`config.mk`:
```
export PLATFORM = sky130hd
export DESIGN_NAME = sfb_status_bank
export DESIGN_NICKNAME = d
export VERILOG_FILES = /design/src/shared/sfb_pkg.sv /design/src/rtl/sfb_status_bank.sv /design/src/rtl/sfb_bank_decode.sv
export SDC_FILE = /design/constraint.sdc
export NUM_CORES = 1
export LEC_CHECK = 0
export ABC_AREA = 1
export BUFFER_PORTS_ARGS = -buffer_cell sky130_fd_sc_hd__buf_2
export CAP_MARGIN = 15
export CORE_ASPECT_RATIO = 1.5
export CORE_MARGIN = 2
export CORE_UTILIZATION = 43
export CTS_BUF_LIST = sky130_fd_sc_hd__clkbuf_16
export DETAILED_ROUTE_END_ITERATION = 8
export GPL_TIMING_DRIVEN = 0
export PLACE_DENSITY_LB_ADDON = 0.3
export SYNTH_ARGS = -nofsm -noshare
export SYNTH_HDL_FRONTEND = slang
export SYNTH_HIERARCHICAL = 1
export SYNTH_SLANG_ARGS = --single-unit
```
`constraint.sdc`:
```
create_clock -name aclk -period 13.6 [get_ports aclk]
set_clock_uncertainty 0.2 [all_clocks]
set_input_delay 0.68 -clock aclk [delete_from_list [all_inputs] [get_ports aclk]]
set_output_delay 0.68 -clock aclk [all_outputs]
set_load 0.02 [all_outputs]
```
`src/shared/sfb_pkg.sv`:
```
// Overview of operation
// RQ1 - Status bits seven to five read zero.
// RQ2 - Power-up, watchdog clear, sleep set expiry flag.
// RQ3 - Watchdog expiry clears the expiry flag.
// RQ4 - Power-up or watchdog clear sets sleep flag.
// RQ5 - Sleep instruction clears the sleep flag.
// RQ6 - Zero flag follows all-zero operation result.
// RQ7 - Add/subtract set nibble carry from bit four.
// RQ8 - Add/subtract set carry from top bit.
// RQ9 - Subtract carries mean no borrow when one.
// RQ10 - Subtract adds two's complement of operand.
// RQ11 - Rotates load carry from low/high source bit.
// RQ12 - Power-on resets wake ones, arithmetic zeros.
// RQ13 - Peripheral area is bank offsets 0x0C-0x1F.
// RQ14 - Up to 80 general RAM bytes per bank.
// RQ15 - General RAM also reachable as linear region.
// RQ16 - Sixteen common bytes decode in every bank.
// RQ17 - Flag-updating writes skip flags; wake read-only.
// RQ18 - Thirty-two banks of 128, chosen by selector.
// RQ19 - Unimplemented data locations read as zero.
// RQ20 - First twelve offsets are shared core registers.
// RQ21 - Unaffected flags keep their previous value.
package sfb_pkg;
  // Status flag bit positions.
  localparam int STAT_TO_BIT = 4;
  localparam int STAT_SLEEP_BIT = 3;
  localparam int STAT_Z_BIT = 2;
  localparam int STAT_NIB_BIT = 1;
  localparam int STAT_C_BIT = 0;
  // Value of the status register after a power-on reset.
  localparam logic [7:0] STAT_POR_VALUE = 8'h18;
  // Mask of the flag bits that writes may change.
  localparam logic [7:0] STAT_ARITH_MASK = 8'h07;
  // Data memory geometry.
  localparam int BANK_COUNT = 32;
  localparam int BANK_BYTES = 128;
  localparam int GPR_BYTES = 80;
  localparam logic [6:0] CORE_LAST = 7'h0B;
  localparam logic [6:0] PERIPH_FIRST = 7'h0C;
  localparam logic [6:0] PERIPH_LAST = 7'h1F;
  localparam logic [6:0] GPR_FIRST = 7'h20;
  localparam logic [6:0] COMMON_FIRST = 7'h70;
  localparam logic [3:0] CORE_STATUS_IDX = 4'h3;
  localparam logic [3:0] CORE_BANKSEL_IDX = 4'h8;
  localparam logic [4:0] BANK_SEL_RESET = 5'h00;
  // Register bus map, byte addresses.
  localparam int AXI_ADDR_W = 4;
  localparam logic [3:0] REG_STATUS_OFS = 4'h0;
  localparam logic [3:0] REG_BANKSEL_OFS = 4'h4;
  localparam logic [3:0] REG_RESULT_OFS = 4'h8;
  localparam logic [1:0] RESP_OKAY = 2'h0;
  localparam logic [1:0] RESP_SLVERR = 2'h2;
  // Operations offered by the execution datapath.
  typedef enum logic [2:0] {
    SFB_OP_LOGIC = 3'b000,
    SFB_OP_ADD = 3'b001,
    SFB_OP_SUB = 3'b010,
    SFB_OP_ROTR = 3'b011,
    SFB_OP_ROTL = 3'b100
  } sfb_op_t;
  // Regions of one data bank.
  typedef enum logic [2:0] {
    SFB_REG_CORE = 3'b000,
    SFB_REG_PERIPH = 3'b001,
    SFB_REG_GPR = 3'b010,
    SFB_REG_COMMON = 3'b011,
    SFB_REG_UNIMPL = 3'b100
  } sfb_region_t;
endpackage

```
`src/rtl/sfb_status_bank.sv`:
```
`timescale 1ns/1ps
// Status flags, bank selector and data bank decode of the processor core.
module sfb_status_bank #(
  parameter int GPR_PER_BANK = sfb_pkg::GPR_BYTES
) (
  input wire logic aclk,
  input wire logic aresetn,
  input wire logic clk_en,
  // Register bus slave.
  input wire logic [sfb_pkg::AXI_ADDR_W-1:0] s_axi_awaddr,
  input wire logic s_axi_awvalid,
  output logic s_axi_awready,
  input wire logic [31:0] s_axi_wdata,
  input wire logic [3:0] s_axi_wstrb,
  input wire logic s_axi_wvalid,
  output logic s_axi_wready,
  output logic [1:0] s_axi_bresp,
  output logic s_axi_bvalid,
  input wire logic s_axi_bready,
  input wire logic [sfb_pkg::AXI_ADDR_W-1:0] s_axi_araddr,
  input wire logic s_axi_arvalid,
  output logic s_axi_arready,
  output logic [31:0] s_axi_rdata,
  output logic [1:0] s_axi_rresp,
  output logic s_axi_rvalid,
  input wire logic s_axi_rready,
  // Execution datapath operation.
  input wire logic op_valid,
  input wire sfb_pkg::sfb_op_t op_code,
  input wire logic [7:0] op_a,
  input wire logic [7:0] op_b,
  output logic [7:0] alu_result,
  // Direct writes of the status register and bank selector by instructions.
  input wire logic status_wr,
  input wire logic [7:0] status_wdata,
  input wire logic bank_wr,
  input wire logic [4:0] bank_wdata,
  // Watchdog and power events, one-cycle pulses.
  input wire logic watchdog_expire,
  input wire logic watchdog_clear_instr,
  input wire logic sleep_instr,
  input wire logic other_reset,
  input wire logic other_reset_by_watchdog,
  input wire logic other_reset_in_sleep,
  // Data memory address decode.
  input wire logic [6:0] mem_offset,
  input wire logic mem_use_linear,
  input wire logic [11:0] mem_lin_index,
  output sfb_pkg::sfb_region_t mem_region,
  output logic [4:0] mem_bank,
  output logic [6:0] mem_eff_offset,
  output logic [11:0] mem_gpr_index,
  output logic [7:0] mem_core_rdata,
  output logic [7:0] core_status_flags,
  output logic [4:0] bank_selector
);
  import sfb_pkg::*;

  logic [7:0] status_reg; // Status flags, bits seven to five always zero.
  logic [7:0] status_next;
  logic [4:0] bank_reg; // Active bank number.
  logic [4:0] bank_next;
  logic [7:0] result_reg; // Last operation result.
  logic [7:0] result_next;
  logic aw_held_reg; // Write address taken and waiting.
  logic aw_held_next;
  logic [AXI_ADDR_W-1:0] aw_addr_reg;
  logic [AXI_ADDR_W-1:0] aw_addr_next;
  logic w_held_reg; // Write data taken and waiting.
  logic w_held_next;
  logic [7:0] w_data_reg;
  logic [7:0] w_data_next;
  logic w_strb_reg;
  logic w_strb_next;
  logic bvalid_reg;
  logic bvalid_next;
  logic [1:0] bresp_reg;
  logic [1:0] bresp_next;
  logic rvalid_reg;
  logic rvalid_next;
  logic [31:0] rdata_reg;
  logic [31:0] rdata_next;
  logic [1:0] rresp_reg;
  logic [1:0] rresp_next;
  sfb_region_t region_reg; // Registered decode results.
  sfb_region_t region_next;
  logic [4:0] mbank_reg;
  logic [4:0] mbank_next;
  logic [6:0] moffs_reg;
  logic [6:0] moffs_next;
  logic [11:0] gidx_reg;
  logic [11:0] gidx_next;
  logic [7:0] core_rd_reg;
  logic [7:0] core_rd_next;
  // Decoder outputs before registering.
  sfb_region_t dec_region;
  logic [4:0] dec_bank;
  logic [6:0] dec_offset;
  logic [11:0] dec_gidx;
  // Bus strobes.
  logic aw_take;
  logic w_take;
  logic ar_take;
  logic do_write;
  // Arithmetic working values.
  logic [8:0] sum9;
  logic [4:0] nib5;
  logic [7:0] alu_val;

  // Ready outputs are combinational; the clock enable stalls the bus as well.
  assign s_axi_awready = clk_en && !aw_held_reg && !bvalid_reg;
  assign s_axi_wready = clk_en && !w_held_reg && !bvalid_reg;
  assign s_axi_arready = clk_en && !rvalid_reg;
  assign aw_take = s_axi_awvalid && s_axi_awready;
  assign w_take = s_axi_wvalid && s_axi_wready;
  assign ar_take = s_axi_arvalid && s_axi_arready;
  // A write commits in the first cycle in which both address and data are held.
  assign do_write = clk_en && aw_held_reg && w_held_reg && !bvalid_reg;
  assign s_axi_bvalid = bvalid_reg;
  assign s_axi_bresp = bresp_reg;
  assign s_axi_rvalid = rvalid_reg;
  assign s_axi_rdata = rdata_reg;
  assign s_axi_rresp = rresp_reg;
  assign alu_result = result_reg;
  assign core_status_flags = status_reg;
  assign bank_selector = bank_reg;
  assign mem_region = region_reg;
  assign mem_bank = mbank_reg;
  assign mem_eff_offset = moffs_reg;
  assign mem_gpr_index = gidx_reg;
  assign mem_core_rdata = core_rd_reg;

  // Adder shared by add and subtract; subtraction adds the inverted operand plus one.
  always_comb begin
    if (op_code == SFB_OP_SUB) begin
      sum9 = {1'b0, op_a} + {1'b0, ~op_b} + 9'h001; // [RQ10]
      nib5 = {1'b0, op_a[3:0]} + {1'b0, ~op_b[3:0]} + 5'h01; // [RQ10]
    end else begin
      sum9 = {1'b0, op_a} + {1'b0, op_b};
      nib5 = {1'b0, op_a[3:0]} + {1'b0, op_b[3:0]};
    end
    case (op_code)
      SFB_OP_ADD, SFB_OP_SUB: alu_val = sum9[7:0];
      SFB_OP_ROTR: alu_val = {status_reg[STAT_C_BIT], op_a[7:1]};
      SFB_OP_ROTL: alu_val = {op_a[6:0], status_reg[STAT_C_BIT]};
      default: alu_val = op_a;
    endcase
  end

  // Next status value: direct writes first, then flag updates, then wake events.
  always_comb begin
    status_next = status_reg;
    result_next = result_reg;
    if (clk_en) begin
      // Writes reach only the arithmetic flags, and only if no flag update competes. [RQ17]
      if (!op_valid) begin
        if (status_wr) begin
          status_next = (status_reg & ~STAT_ARITH_MASK) | (status_wdata & STAT_ARITH_MASK);
        end else if (do_write && aw_addr_reg == REG_STATUS_OFS && w_strb_reg) begin
          status_next = (status_reg & ~STAT_ARITH_MASK) | (w_data_reg & STAT_ARITH_MASK);
        end
      end
      // Flags an operation does not touch keep their value. [RQ21]
      if (op_valid) begin
        result_next = alu_val;
        case (op_code)
          SFB_OP_ADD, SFB_OP_SUB: begin
            status_next[STAT_Z_BIT] = (sum9[7:0] == 8'h00); // [RQ6]
            status_next[STAT_NIB_BIT] = nib5[4]; // [RQ7] [RQ9]
            status_next[STAT_C_BIT] = sum9[8]; // [RQ8] [RQ9]
          end
          SFB_OP_ROTR: status_next[STAT_C_BIT] = op_a[0]; // [RQ11]
          SFB_OP_ROTL: status_next[STAT_C_BIT] = op_a[7]; // [RQ11]
          default: status_next[STAT_Z_BIT] = (op_a == 8'h00); // [RQ6]
        endcase
      end
      // Sleep and watchdog clear raise the expiry flag; an expiry in the same cycle wins.
      if (watchdog_clear_instr || sleep_instr) begin
        status_next[STAT_TO_BIT] = 1'b1; // [RQ2]
      end
      if (watchdog_expire) begin
        status_next[STAT_TO_BIT] = 1'b0; // [RQ3]
      end
      if (watchdog_clear_instr) begin
        status_next[STAT_SLEEP_BIT] = 1'b1; // [RQ4]
      end
      if (sleep_instr) begin
        status_next[STAT_SLEEP_BIT] = 1'b0; // [RQ5]
      end
      // Other resets set wake flags from their cause and keep the arithmetic flags.
      if (other_reset) begin
        status_next[STAT_TO_BIT] = !other_reset_by_watchdog; // [RQ12]
        status_next[STAT_SLEEP_BIT] = !other_reset_in_sleep; // [RQ12]
      end
      status_next[7:5] = 3'h0; // [RQ1]
    end
  end

  // Status and result registers; power-on reset gives the fixed pattern.
  always_ff @(posedge aclk) begin
    if (!aresetn) begin
      status_reg <= STAT_POR_VALUE; // [RQ12]
      result_reg <= 8'h00;
    end else begin
      status_reg <= status_next;
      result_reg <= result_next;
    end
  end

  // Bank selector: datapath writes take priority over bus writes.
  always_comb begin
    bank_next = bank_reg;
    if (clk_en) begin
      if (bank_wr) begin
        bank_next = bank_wdata; // [RQ18]
      end else if (do_write && aw_addr_reg == REG_BANKSEL_OFS && w_strb_reg) begin
        bank_next = w_data_reg[4:0]; // [RQ18]
      end
    end
  end

  // Bank selector register.
  always_ff @(posedge aclk) begin
    if (!aresetn) begin
      bank_reg <= BANK_SEL_RESET;
    end else begin
      bank_reg <= bank_next;
    end
  end

  // Write channel: hold address and data independently, then answer once.
  always_comb begin
    aw_held_next = aw_held_reg;
    aw_addr_next = aw_addr_reg;
    w_held_next = w_held_reg;
    w_data_next = w_data_reg;
    w_strb_next = w_strb_reg;
    bvalid_next = bvalid_reg;
    bresp_next = bresp_reg;
    if (clk_en) begin
      if (aw_take) begin
        aw_held_next = 1'b1;
        aw_addr_next = s_axi_awaddr;
      end
      if (w_take) begin
        w_held_next = 1'b1;
        w_data_next = s_axi_wdata[7:0];
        w_strb_next = s_axi_wstrb[0];
      end
      if (do_write) begin
        aw_held_next = 1'b0;
        w_held_next = 1'b0;
        bvalid_next = 1'b1;
        // Status and bank selector accept writes; the result register is read-only.
        if (aw_addr_reg == REG_STATUS_OFS || aw_addr_reg == REG_BANKSEL_OFS) begin
          bresp_next = RESP_OKAY;
        end else begin
          bresp_next = RESP_SLVERR;
        end
      end else if (bvalid_reg && s_axi_bready) begin
        bvalid_next = 1'b0;
      end
    end
  end

  // Read channel: data is captured when the address is taken.
  always_comb begin
    rvalid_next = rvalid_reg;
    rdata_next = rdata_reg;
    rresp_next = rresp_reg;
    if (clk_en) begin
      if (ar_take) begin
        rvalid_next = 1'b1;
        rresp_next = RESP_OKAY;
        case (s_axi_araddr)
          REG_STATUS_OFS: rdata_next = {24'h000000, status_reg}; // [RQ1]
          REG_BANKSEL_OFS: rdata_next = {27'h0000000, bank_reg};
          REG_RESULT_OFS: rdata_next = {24'h000000, result_reg};
          default: begin
            rdata_next = 32'h00000000;
            rresp_next = RESP_SLVERR;
          end
        endcase
      end else if (rvalid_reg && s_axi_rready) begin
        rvalid_next = 1'b0;
      end
    end
  end

  // Bus registers.
  always_ff @(posedge aclk) begin
    if (!aresetn) begin
      aw_held_reg <= 1'b0;
      aw_addr_reg <= '0;
      w_held_reg <= 1'b0;
      w_data_reg <= 8'h00;
      w_strb_reg <= 1'b0;
      bvalid_reg <= 1'b0;
      bresp_reg <= RESP_OKAY;
      rvalid_reg <= 1'b0;
      rdata_reg <= 32'h00000000;
      rresp_reg <= RESP_OKAY;
    end else begin
      aw_held_reg <= aw_held_next;
      aw_addr_reg <= aw_addr_next;
      w_held_reg <= w_held_next;
      w_data_reg <= w_data_next;
      w_strb_reg <= w_strb_next;
      bvalid_reg <= bvalid_next;
      bresp_reg <= bresp_next;
      rvalid_reg <= rvalid_next;
      rdata_reg <= rdata_next;
      rresp_reg <= rresp_next;
    end
  end

  // Address decode of the current bank and offset.
  sfb_bank_decode #(
    .GPR_PER_BANK(GPR_PER_BANK)
  ) u_decode (
    .bank(bank_reg),
    .offset(mem_offset),
    .use_linear(mem_use_linear),
    .lin_index(mem_lin_index),
    .region(dec_region),
    .eff_bank(dec_bank),
    .eff_offset(dec_offset),
    .gpr_index(dec_gidx)
  );

  // Decode results and core read data are registered one cycle after the request.
  always_comb begin
    region_next = region_reg;
    mbank_next = mbank_reg;
    moffs_next = moffs_reg;
    gidx_next = gidx_reg;
    core_rd_next = core_rd_reg;
    if (clk_en) begin
      region_next = dec_region;
      mbank_next = dec_bank;
      moffs_next = dec_offset;
      gidx_next = dec_gidx;
      core_rd_next = 8'h00; // [RQ19]
      if (dec_region == SFB_REG_CORE && dec_offset[3:0] == CORE_STATUS_IDX) begin
        core_rd_next = status_reg; // [RQ20]
      end else if (dec_region == SFB_REG_CORE && dec_offset[3:0] == CORE_BANKSEL_IDX) begin
        core_rd_next = {3'h0, bank_reg};
      end
    end
  end

  // Decode registers.
  always_ff @(posedge aclk) begin
    if (!aresetn) begin
      region_reg <= SFB_REG_CORE;
      mbank_reg <= 5'h00;
      moffs_reg <= 7'h00;
      gidx_reg <= 12'h000;
      core_rd_reg <= 8'h00;
    end else begin
      region_reg <= region_next;
      mbank_reg <= mbank_next;
      moffs_reg <= moffs_next;
      gidx_reg <= gidx_next;
      core_rd_reg <= core_rd_next;
    end
  end

  // Helper: a cycle with no event that may change the arithmetic flags.
  logic flags_quiet;
  assign flags_quiet = clk_en && !op_valid && !status_wr && !do_write;
endmodule

```
`src/rtl/sfb_bank_decode.sv`:
```
`timescale 1ns/1ps
// Combinational decode of a banked or linear data address into its region.
module sfb_bank_decode #(
  parameter int GPR_PER_BANK = sfb_pkg::GPR_BYTES
) (
  input wire logic [4:0] bank,
  input wire logic [6:0] offset,
  input wire logic use_linear,
  input wire logic [11:0] lin_index,
  output sfb_pkg::sfb_region_t region,
  output logic [4:0] eff_bank,
  output logic [6:0] eff_offset,
  output logic [11:0] gpr_index
);
  import sfb_pkg::*;
  // Number of bytes in the whole linear general RAM window.
  localparam int LIN_SPAN = BANK_COUNT * GPR_PER_BANK;
  localparam logic [6:0] GPR_END = 7'(int'(GPR_FIRST) + GPR_PER_BANK);
  logic lin_out; // Set when a linear index lies past the window.

  // Linear addresses fold back onto a bank and an offset first.
  always_comb begin
    eff_bank = bank;
    eff_offset = offset;
    lin_out = 1'b0;
    if (use_linear) begin
      if (int'(lin_index) < LIN_SPAN) begin
        // Each bank contributes its general RAM in turn to the linear run. [RQ15]
        eff_bank = 5'(int'(lin_index) / GPR_PER_BANK);
        eff_offset = 7'(int'(GPR_FIRST) + int'(lin_index) % GPR_PER_BANK);
      end else begin
        // Past the window: fold to bank 0 and mark the access as unimplemented.
        eff_bank = 5'h00;
        eff_offset = GPR_END;
        lin_out = 1'b1;
      end
    end
  end

  // Region split of one bank, the same for all banks.
  always_comb begin
    gpr_index = 12'h000;
    if (lin_out) begin
      // Past the linear window nothing is implemented, not even common RAM. [RQ19]
      region = SFB_REG_UNIMPL;
    end else if (eff_offset <= CORE_LAST) begin
      region = SFB_REG_CORE; // [RQ20]
    end else if (eff_offset <= PERIPH_LAST) begin
      region = SFB_REG_PERIPH; // [RQ13]
    end else if (eff_offset >= COMMON_FIRST) begin
      region = SFB_REG_COMMON; // [RQ16]
    end else if (eff_offset < GPR_END) begin
      region = SFB_REG_GPR; // [RQ14]
      gpr_index = 12'(int'(eff_bank) * GPR_PER_BANK + int'(eff_offset - GPR_FIRST));
    end else begin
      region = SFB_REG_UNIMPL;
    end
  end
endmodule

```
==> results of run 1 <==
critical path: cells and delay by family:
family,cells,cell delay [ns]
AO/OA/AOI/OAI,5,0.65
AND/OR/NAND/NOR,31,3.49
adder cells (fa/ha/maj),3,0.87
XOR/XNOR,2,0.36
buffers and inverters,5,0.37
cells by family after synthesis:
family | count (synthesis) | share of synthesized area [%]
compound gates | 175 | 16.7
flops | 74 | 23.4
other cells | 1 | 0.0592
buf+inv | 190 | 13.6
fa+ha+maj | 38 | 7.98
xor+xnor | 18 | 2.49
simple gates | 485 | 35.8
worst max-delay path by stage:
stage | start | end | cells past startpoint
after floorplan | mem_lin_index[10] | mem_gpr_index[11] | 39
after global placement | mem_lin_index[10] | mem_gpr_index[11] | 46
after detailed placement | mem_lin_index[10] | mem_gpr_index[11] | 40
after CTS | mem_lin_index[10] | mem_gpr_index[11] | 46
after global routing | mem_lin_index[10] | mem_core_rdata[0] | 44
final | mem_lin_index[10] | mem_gpr_index[11] | 46
metal layers:
layer | global-route usage [%] | share of wire [%]
met1 | 25.9 | 37
met4 | 9.90 | 3.3
met3 | 3.58 | 4.8
met2 | 47.6 | 54
met5 | 0 | 0
where the power goes:
part	total, W	internal [W]	switching, W
Sequential	0.000244	0.000232	0.0000116
Combinational	0.000366	0.000131	0.000235
Clock	0.000248	0.000145	0.000103
Total	0.000858	0.000508	0.000350
cell usage in the layout (no fill, tap or decap), types with 7 or more instances in the layout:
master,synthesis,routed
clkbuf_16,0,9
nand3_1,59,59
ha_1,34,34
a21oi_1,48,48
nand3_2,7,7
o21ai_1,9,9
nor3_1,8,8
dfxtp_1,74,74
inv_1,117,117
conb_1,1,32
clkbuf_1,12,12
inv_2,14,14
o211ai_1,17,17
nor2_2,13,13
nand2_1,218,218
buf_2,5,146
nand4_1,24,24
nor2_1,114,114
nand2_2,16,16
o21ai_0,58,58
xor2_1,12,12
buf_4,33,33
final cells by class:
type                            instances  area, sq um
Fill cell                            1614         6750
Tap cell                              196          245
Buffer                                 54          348
Multi-Input combinational cell        748         4110
Clock inverter                          7         81.3
Clock buffer                            9          225
Inverter                              136          510
Timing Repair Buffer                  141          706
Sequential cell                        74         1480
Antenna cell                            1         2.50
per-stage QoR:
stage | hold WS (ns) | total power (W) | setup WS, ns
after floorplan | 0.237 | 0.000525 | 7.80
after global placement | 0.255 | 0.000605 | 7.01
after detailed placement | 0.260 | 0.000611 | 6.96
after CTS | 0.271 | 0.000859 | 7.30
after global routing | 0.283 | 0.000913 | 6.55
final | 0.271 | 0.000858 | 7.25
==> flow_summary.yaml, run 1 <==
global_routing:
  antenna_found_initial: 1
  grt_pass1_wl_microns: 31000
  grt_pass1_vias: 6723
  grt_overflow: 0
  grt_max_degree: 16
  grt.total_usage_pct: 24.8
yosys:
  yosys.area.top_type: "dfxtp_1"
  ys_seq_area_share_pct: 23.4
  synthTopCellsByArea: "dfxtp_1 23%, nand2_1 13%, inv_1 6.9%"
  ys_warn_count: 6
  synth_edf_count: 0
  async_reset_ff_share_pct: 0
  syn_area_sq_mm: 0.00633
  netlist_top_cells_count: "218 x nand2_1, 117 x inv_1, 114 x nor2_1"
  avgSynthCellArea_sq_um: 6.45
  ys_ff_latch: 74
  synth_cell_types: 51
  synthFlopType: "dfxtp_1"
  syn_inst: 981
  yosys.area.top_type_share_pct: 23.4
  synth_most_common_cell: "nand2_1"
min_path:
  hold_end: "s_axi_rdata[2]"
  min_path_cells: 2
  hp-class: "flip-flop to flip-flop"
  hp-start: "s_axi_rdata[2]"
floorplan:
  start_util_pct: 43.8
  die_h_microns: 153
  dieArea_sq_mm: 0.0157
  pin_count: 210
  die_w_microns: 103
  core_area_sq_mm: 0.0145
  rows: 54
route:
  first_pass_iters: 7
  avgViaCountPerCell: 5.00
  drc: 0
  vias: 6826
  wire_per_inst_microns: 14.1
  drt_iter0_drc: 314
  routed_wl_microns: 19300
  ant_nets: 0
worst_setup_path:
  rr_startpoint: "bank_selector[1]"
  start_kind: "primary input"
  reg2reg_setup_slack_ns: 9.82
  slowest_stage: "ha_1"
  required_ns: 13.68
  crit_top_cell: "nand2_1"
  cp-end-kind: "flip-flop"
  worst-path-max-fanout: 8
  worstRegToRegCells: 17
  cpPeakStageDelay_ns: 0.32
  timing.rr.end: "mem_gpr_index[11]"
  critical_path_class: "primary input to flip-flop"
  worst_ep_arrival_time_ns: 6.43
cells_and_area:
  final_nets: 1315
  largest_register_ffs: 12
  post-route-util_pct: 53.3
  area_growth_syn_to_layout_pct: 21.7
  final_cells: 1366
  stdcell_area_sq_mm: 0.00771
  layout-drive-gt1-share_pct: 23.4
sta:
  setup_tns_ns: 0
  fmax_ghz: 0.157
  worst_pin_slew_ns: 0.725
  finalSetupViolations: 0
  slew_headroom_pct: 51.7
  period_needed_ns: 6.35
  maxSlewViolCount: 0
  fin_crit_sh_pct: 46.7
  finalHoldViolCount: 0
  rsz0062_at_grt: "no"
clock_tree:
  clkTransAtPathRegs_ns: 0.07
  cts_resized: 0
  clock_latency_ns: 0.34
  cts_setup_buffers: 0
  htree_num_levels: 3
  hold_buffers: 0
  cts-root-buf: "clkbuf_16"
  cts_tree: "built"
  clock_path_buffers: 2
  clock_sinks: 74
  numCtsBuffers: 9
power_and_ir_drop:
  ir_worst_vdd_v: 0.0000717
  leakage_nw: 4.11
  powerDensity_mw_per_mm2: 111
run_status:
  status: "finished clean"
placement:
  place.gp.congestion: 0.908
  placed_area_sq_mm: 0.00740
  io_buffers: 141
  hpwl_microns: 15600
  placed_cells: 1349
job:
  cap_violations: 0
(Power assumes the default switching activity.)
==> run 2, diff against run 1 <==
- clock period: 13.6 -> 6 ns (I/O delays scaled with it)
==> run 2 against run 1 <==
Against the previous run:
- sequential share of layout area is 0.90 points lower
- worst hold slack worse by 0.26 ns
- die area stayed put
- combinational power grew to 2.6 times the previous value
- critical endpoint unchanged
- first-iteration DRC count is 1.3% higher
==> flow_summary.yaml, run 2 (synthesis gave the netlist of run 1 again) <==
cells_and_area:
  post-route-util_pct: 55.9
  layout-drive-gt1-share_pct: 27.5
  final_common_cell: "nand2_1"
  final_nets: 1340
  largest_register_ffs: 12
  stdcell_area_sq_mm: 0.00809
  area_growth_syn_to_layout_pct: 27.7
  final_cell_mix: "209 x nand2_1, 146 x buf_2, 114 x nor2_1, 112 x inv_1, 74 x dfxtp_1"
worst_setup_path:
  timing.rr.end: "mem_gpr_index[11]"
  rr_startpoint: "bank_selector[1]"
  required_ns: 6.08
  worst_ep_arrival_time_ns: 5.83
  slowest_stage: "fa_2"
  start_kind: "primary input"
  reg2reg_setup_slack_ns: 2.36
  cp-end-kind: "flip-flop"
  critical_path_class: "primary input to flip-flop"
  worstRegToRegCells: 17
  cpPeakStageDelay_ns: 0.55
  worst-path-max-fanout: 6
sta:
  fmax_ghz: 0.174
  worst_pin_slew_ns: 0.868
  period_needed_ns: 5.75
  slew_headroom_pct: 42.1
  maxSlewViolCount: 0
  finalSetupViolations: 0
  fin_ws_ns: 0.251
  finalHoldViolCount: 0
  fin_crit_sh_pct: 95.8
route:
  drt_iter0_drc: 318
  avgViaCountPerCell: 5.01
  drc: 0
  routed_wl_microns: 19900
  ant_nets: 0
  first_pass_iters: 7
  wire_per_inst_microns: 14.3
  vias: 6969
clock_tree:
  cts-root-buf: "clkbuf_16"
  clock_latency_ns: 0.34
  numCtsBuffers: 9
  htree_num_levels: 3
  clock_sinks: 74
  cts_tree: "built"
  clkTransAtPathRegs_ns: 0.07
  hold_buffers: 0
  clock_path_buffers: 2
floorplan:
  core_area_sq_mm: 0.0145
  die_w_microns: 103
  pin_count: 210
  dieArea_sq_mm: 0.0157
  rows: 54
  start_util_pct: 43.8
  die_h_microns: 153
placement:
  hpwl_microns: 15600
  io_buffers: 141
  place.gp.congestion: 0.908
  dp_slack_ns: -0.260
  placed_area_sq_mm: 0.00740
global_routing:
  gr-usage-met1_pct: 25.9
  grt_pass1_vias: 6723
  grt.total_usage_pct: 24.8
  grt_busiest_layer: "met2"
  grt_max_degree: 16
  grt_pass1_wl_microns: 31000
  antenna_found_initial: 1
  met3_usage_pct: 3.58
  globalRouteMet2Util_pct: 47.6
  grt_overflow: 0
power_and_ir_drop:
  switching_share_pct: 40.8
  finalPower_w: 0.00207
  p_clk_share_pct: 27.2
  p_seq_share_pct: 26.7
  internal_power_w: 0.00123
  combinationalPowerShare_pct: 46.1
  leakage_nw: 4.26
  powerDensity_mw_per_mm2: 256
  power_switching_w: 0.000845
  ir_worst_vdd_v: 0.000165
min_path:
  hp-start: "s_axi_wstrb[0]"
  min_path_cells: 3
  hold_end: "w_strb_reg"
  hp-class: "primary input to flip-flop"
job:
  cap_violations: 0
run_status:
  status: "finished clean"
run 2: cell types whose count changed in the layout (fill, tap and decap cells not counted), moves of 4 or more:
cell,delta
nand2_4,+6
nand3_1,-4
inv_2,+4
inv_1,-5
buf_4,+24
ha_1,-4
nand2_1,-9
nand3_4,+4
run 2: power groups by stage:
stage | Sequential [W] | Combinational, W | Clock (W)
CTS | 0.000552 | 0.000827 | 0.000567
detailed placement | 0.000563 | 0.000821 | 0
global route | 0.000556 | 0.00105 | 0.000582
finish | 0.000553 | 0.000956 | 0.000564
floorplan | 0.000592 | 0.000599 | 0
global placement | 0.000563 | 0.000809 | 0
run 2: layer usage:
metal / routed length, microns / part of all wire, %
met2: 11000 / 55
met5: 0 / 0
met1: 7440 / 37
met3: 946 / 4.8
met4: 527 / 2.6
run 2: what timing repair did:
item,in CTS,in global routing
endpoints found under the setup margin,0,8
buffers inserted,0,25
resized for setup,0,49
run 2: area by class of cell:
| type | count | area [sq um] |
|---|---|---|
| sequential | 74 | 1480 |
| multi-input combinational | 748 | 4290 |
| fill | 1575 | 6370 |
| antenna | 1 | 2.50 |
| buffer | 54 | 348 |
| timing repair buffer | 166 | 897 |
| tap | 196 | 245 |
| clock buffer | 9 | 225 |
| inverter | 136 | 513 |
| clock inverter | 7 | 81.3 |
run 2: critical path, delay by kind of cell:
kind	cells	cell delay, ns
adders and majority gates	5	1.42
AOI/OAI and AO/OA	4	0.50
and+or+nand+nor	24	2.70
xor gates and xnor gates	2	0.36
buffers and inverters	6	0.57
run 2: worst max-delay path by stage:
stage,from,end,depth (start not counted)
4_1_cts,mem_lin_index[10],mem_gpr_index[11],46
3_5_place_dp,mem_lin_index[10],mem_gpr_index[11],40
6_report,mem_lin_index[10],mem_gpr_index[11],41
2_1_floorplan,mem_lin_index[10],mem_gpr_index[11],39
3_3_place_gp,mem_lin_index[10],mem_gpr_index[11],46
5_1_grt,mem_lin_index[10],mem_gpr_index[11],49
run 2: per-stage QoR:
stage,instances,hold WS (ns),TNS (ns)
after floorplan,1012,0.237,0
after global placement,1349,0.255,-0.612
after detailed placement,1349,0.260,-1.17
after CTS,1365,0.00260,0
after global routing,1391,0.0311,-0.116
final,1391,0.0106,0
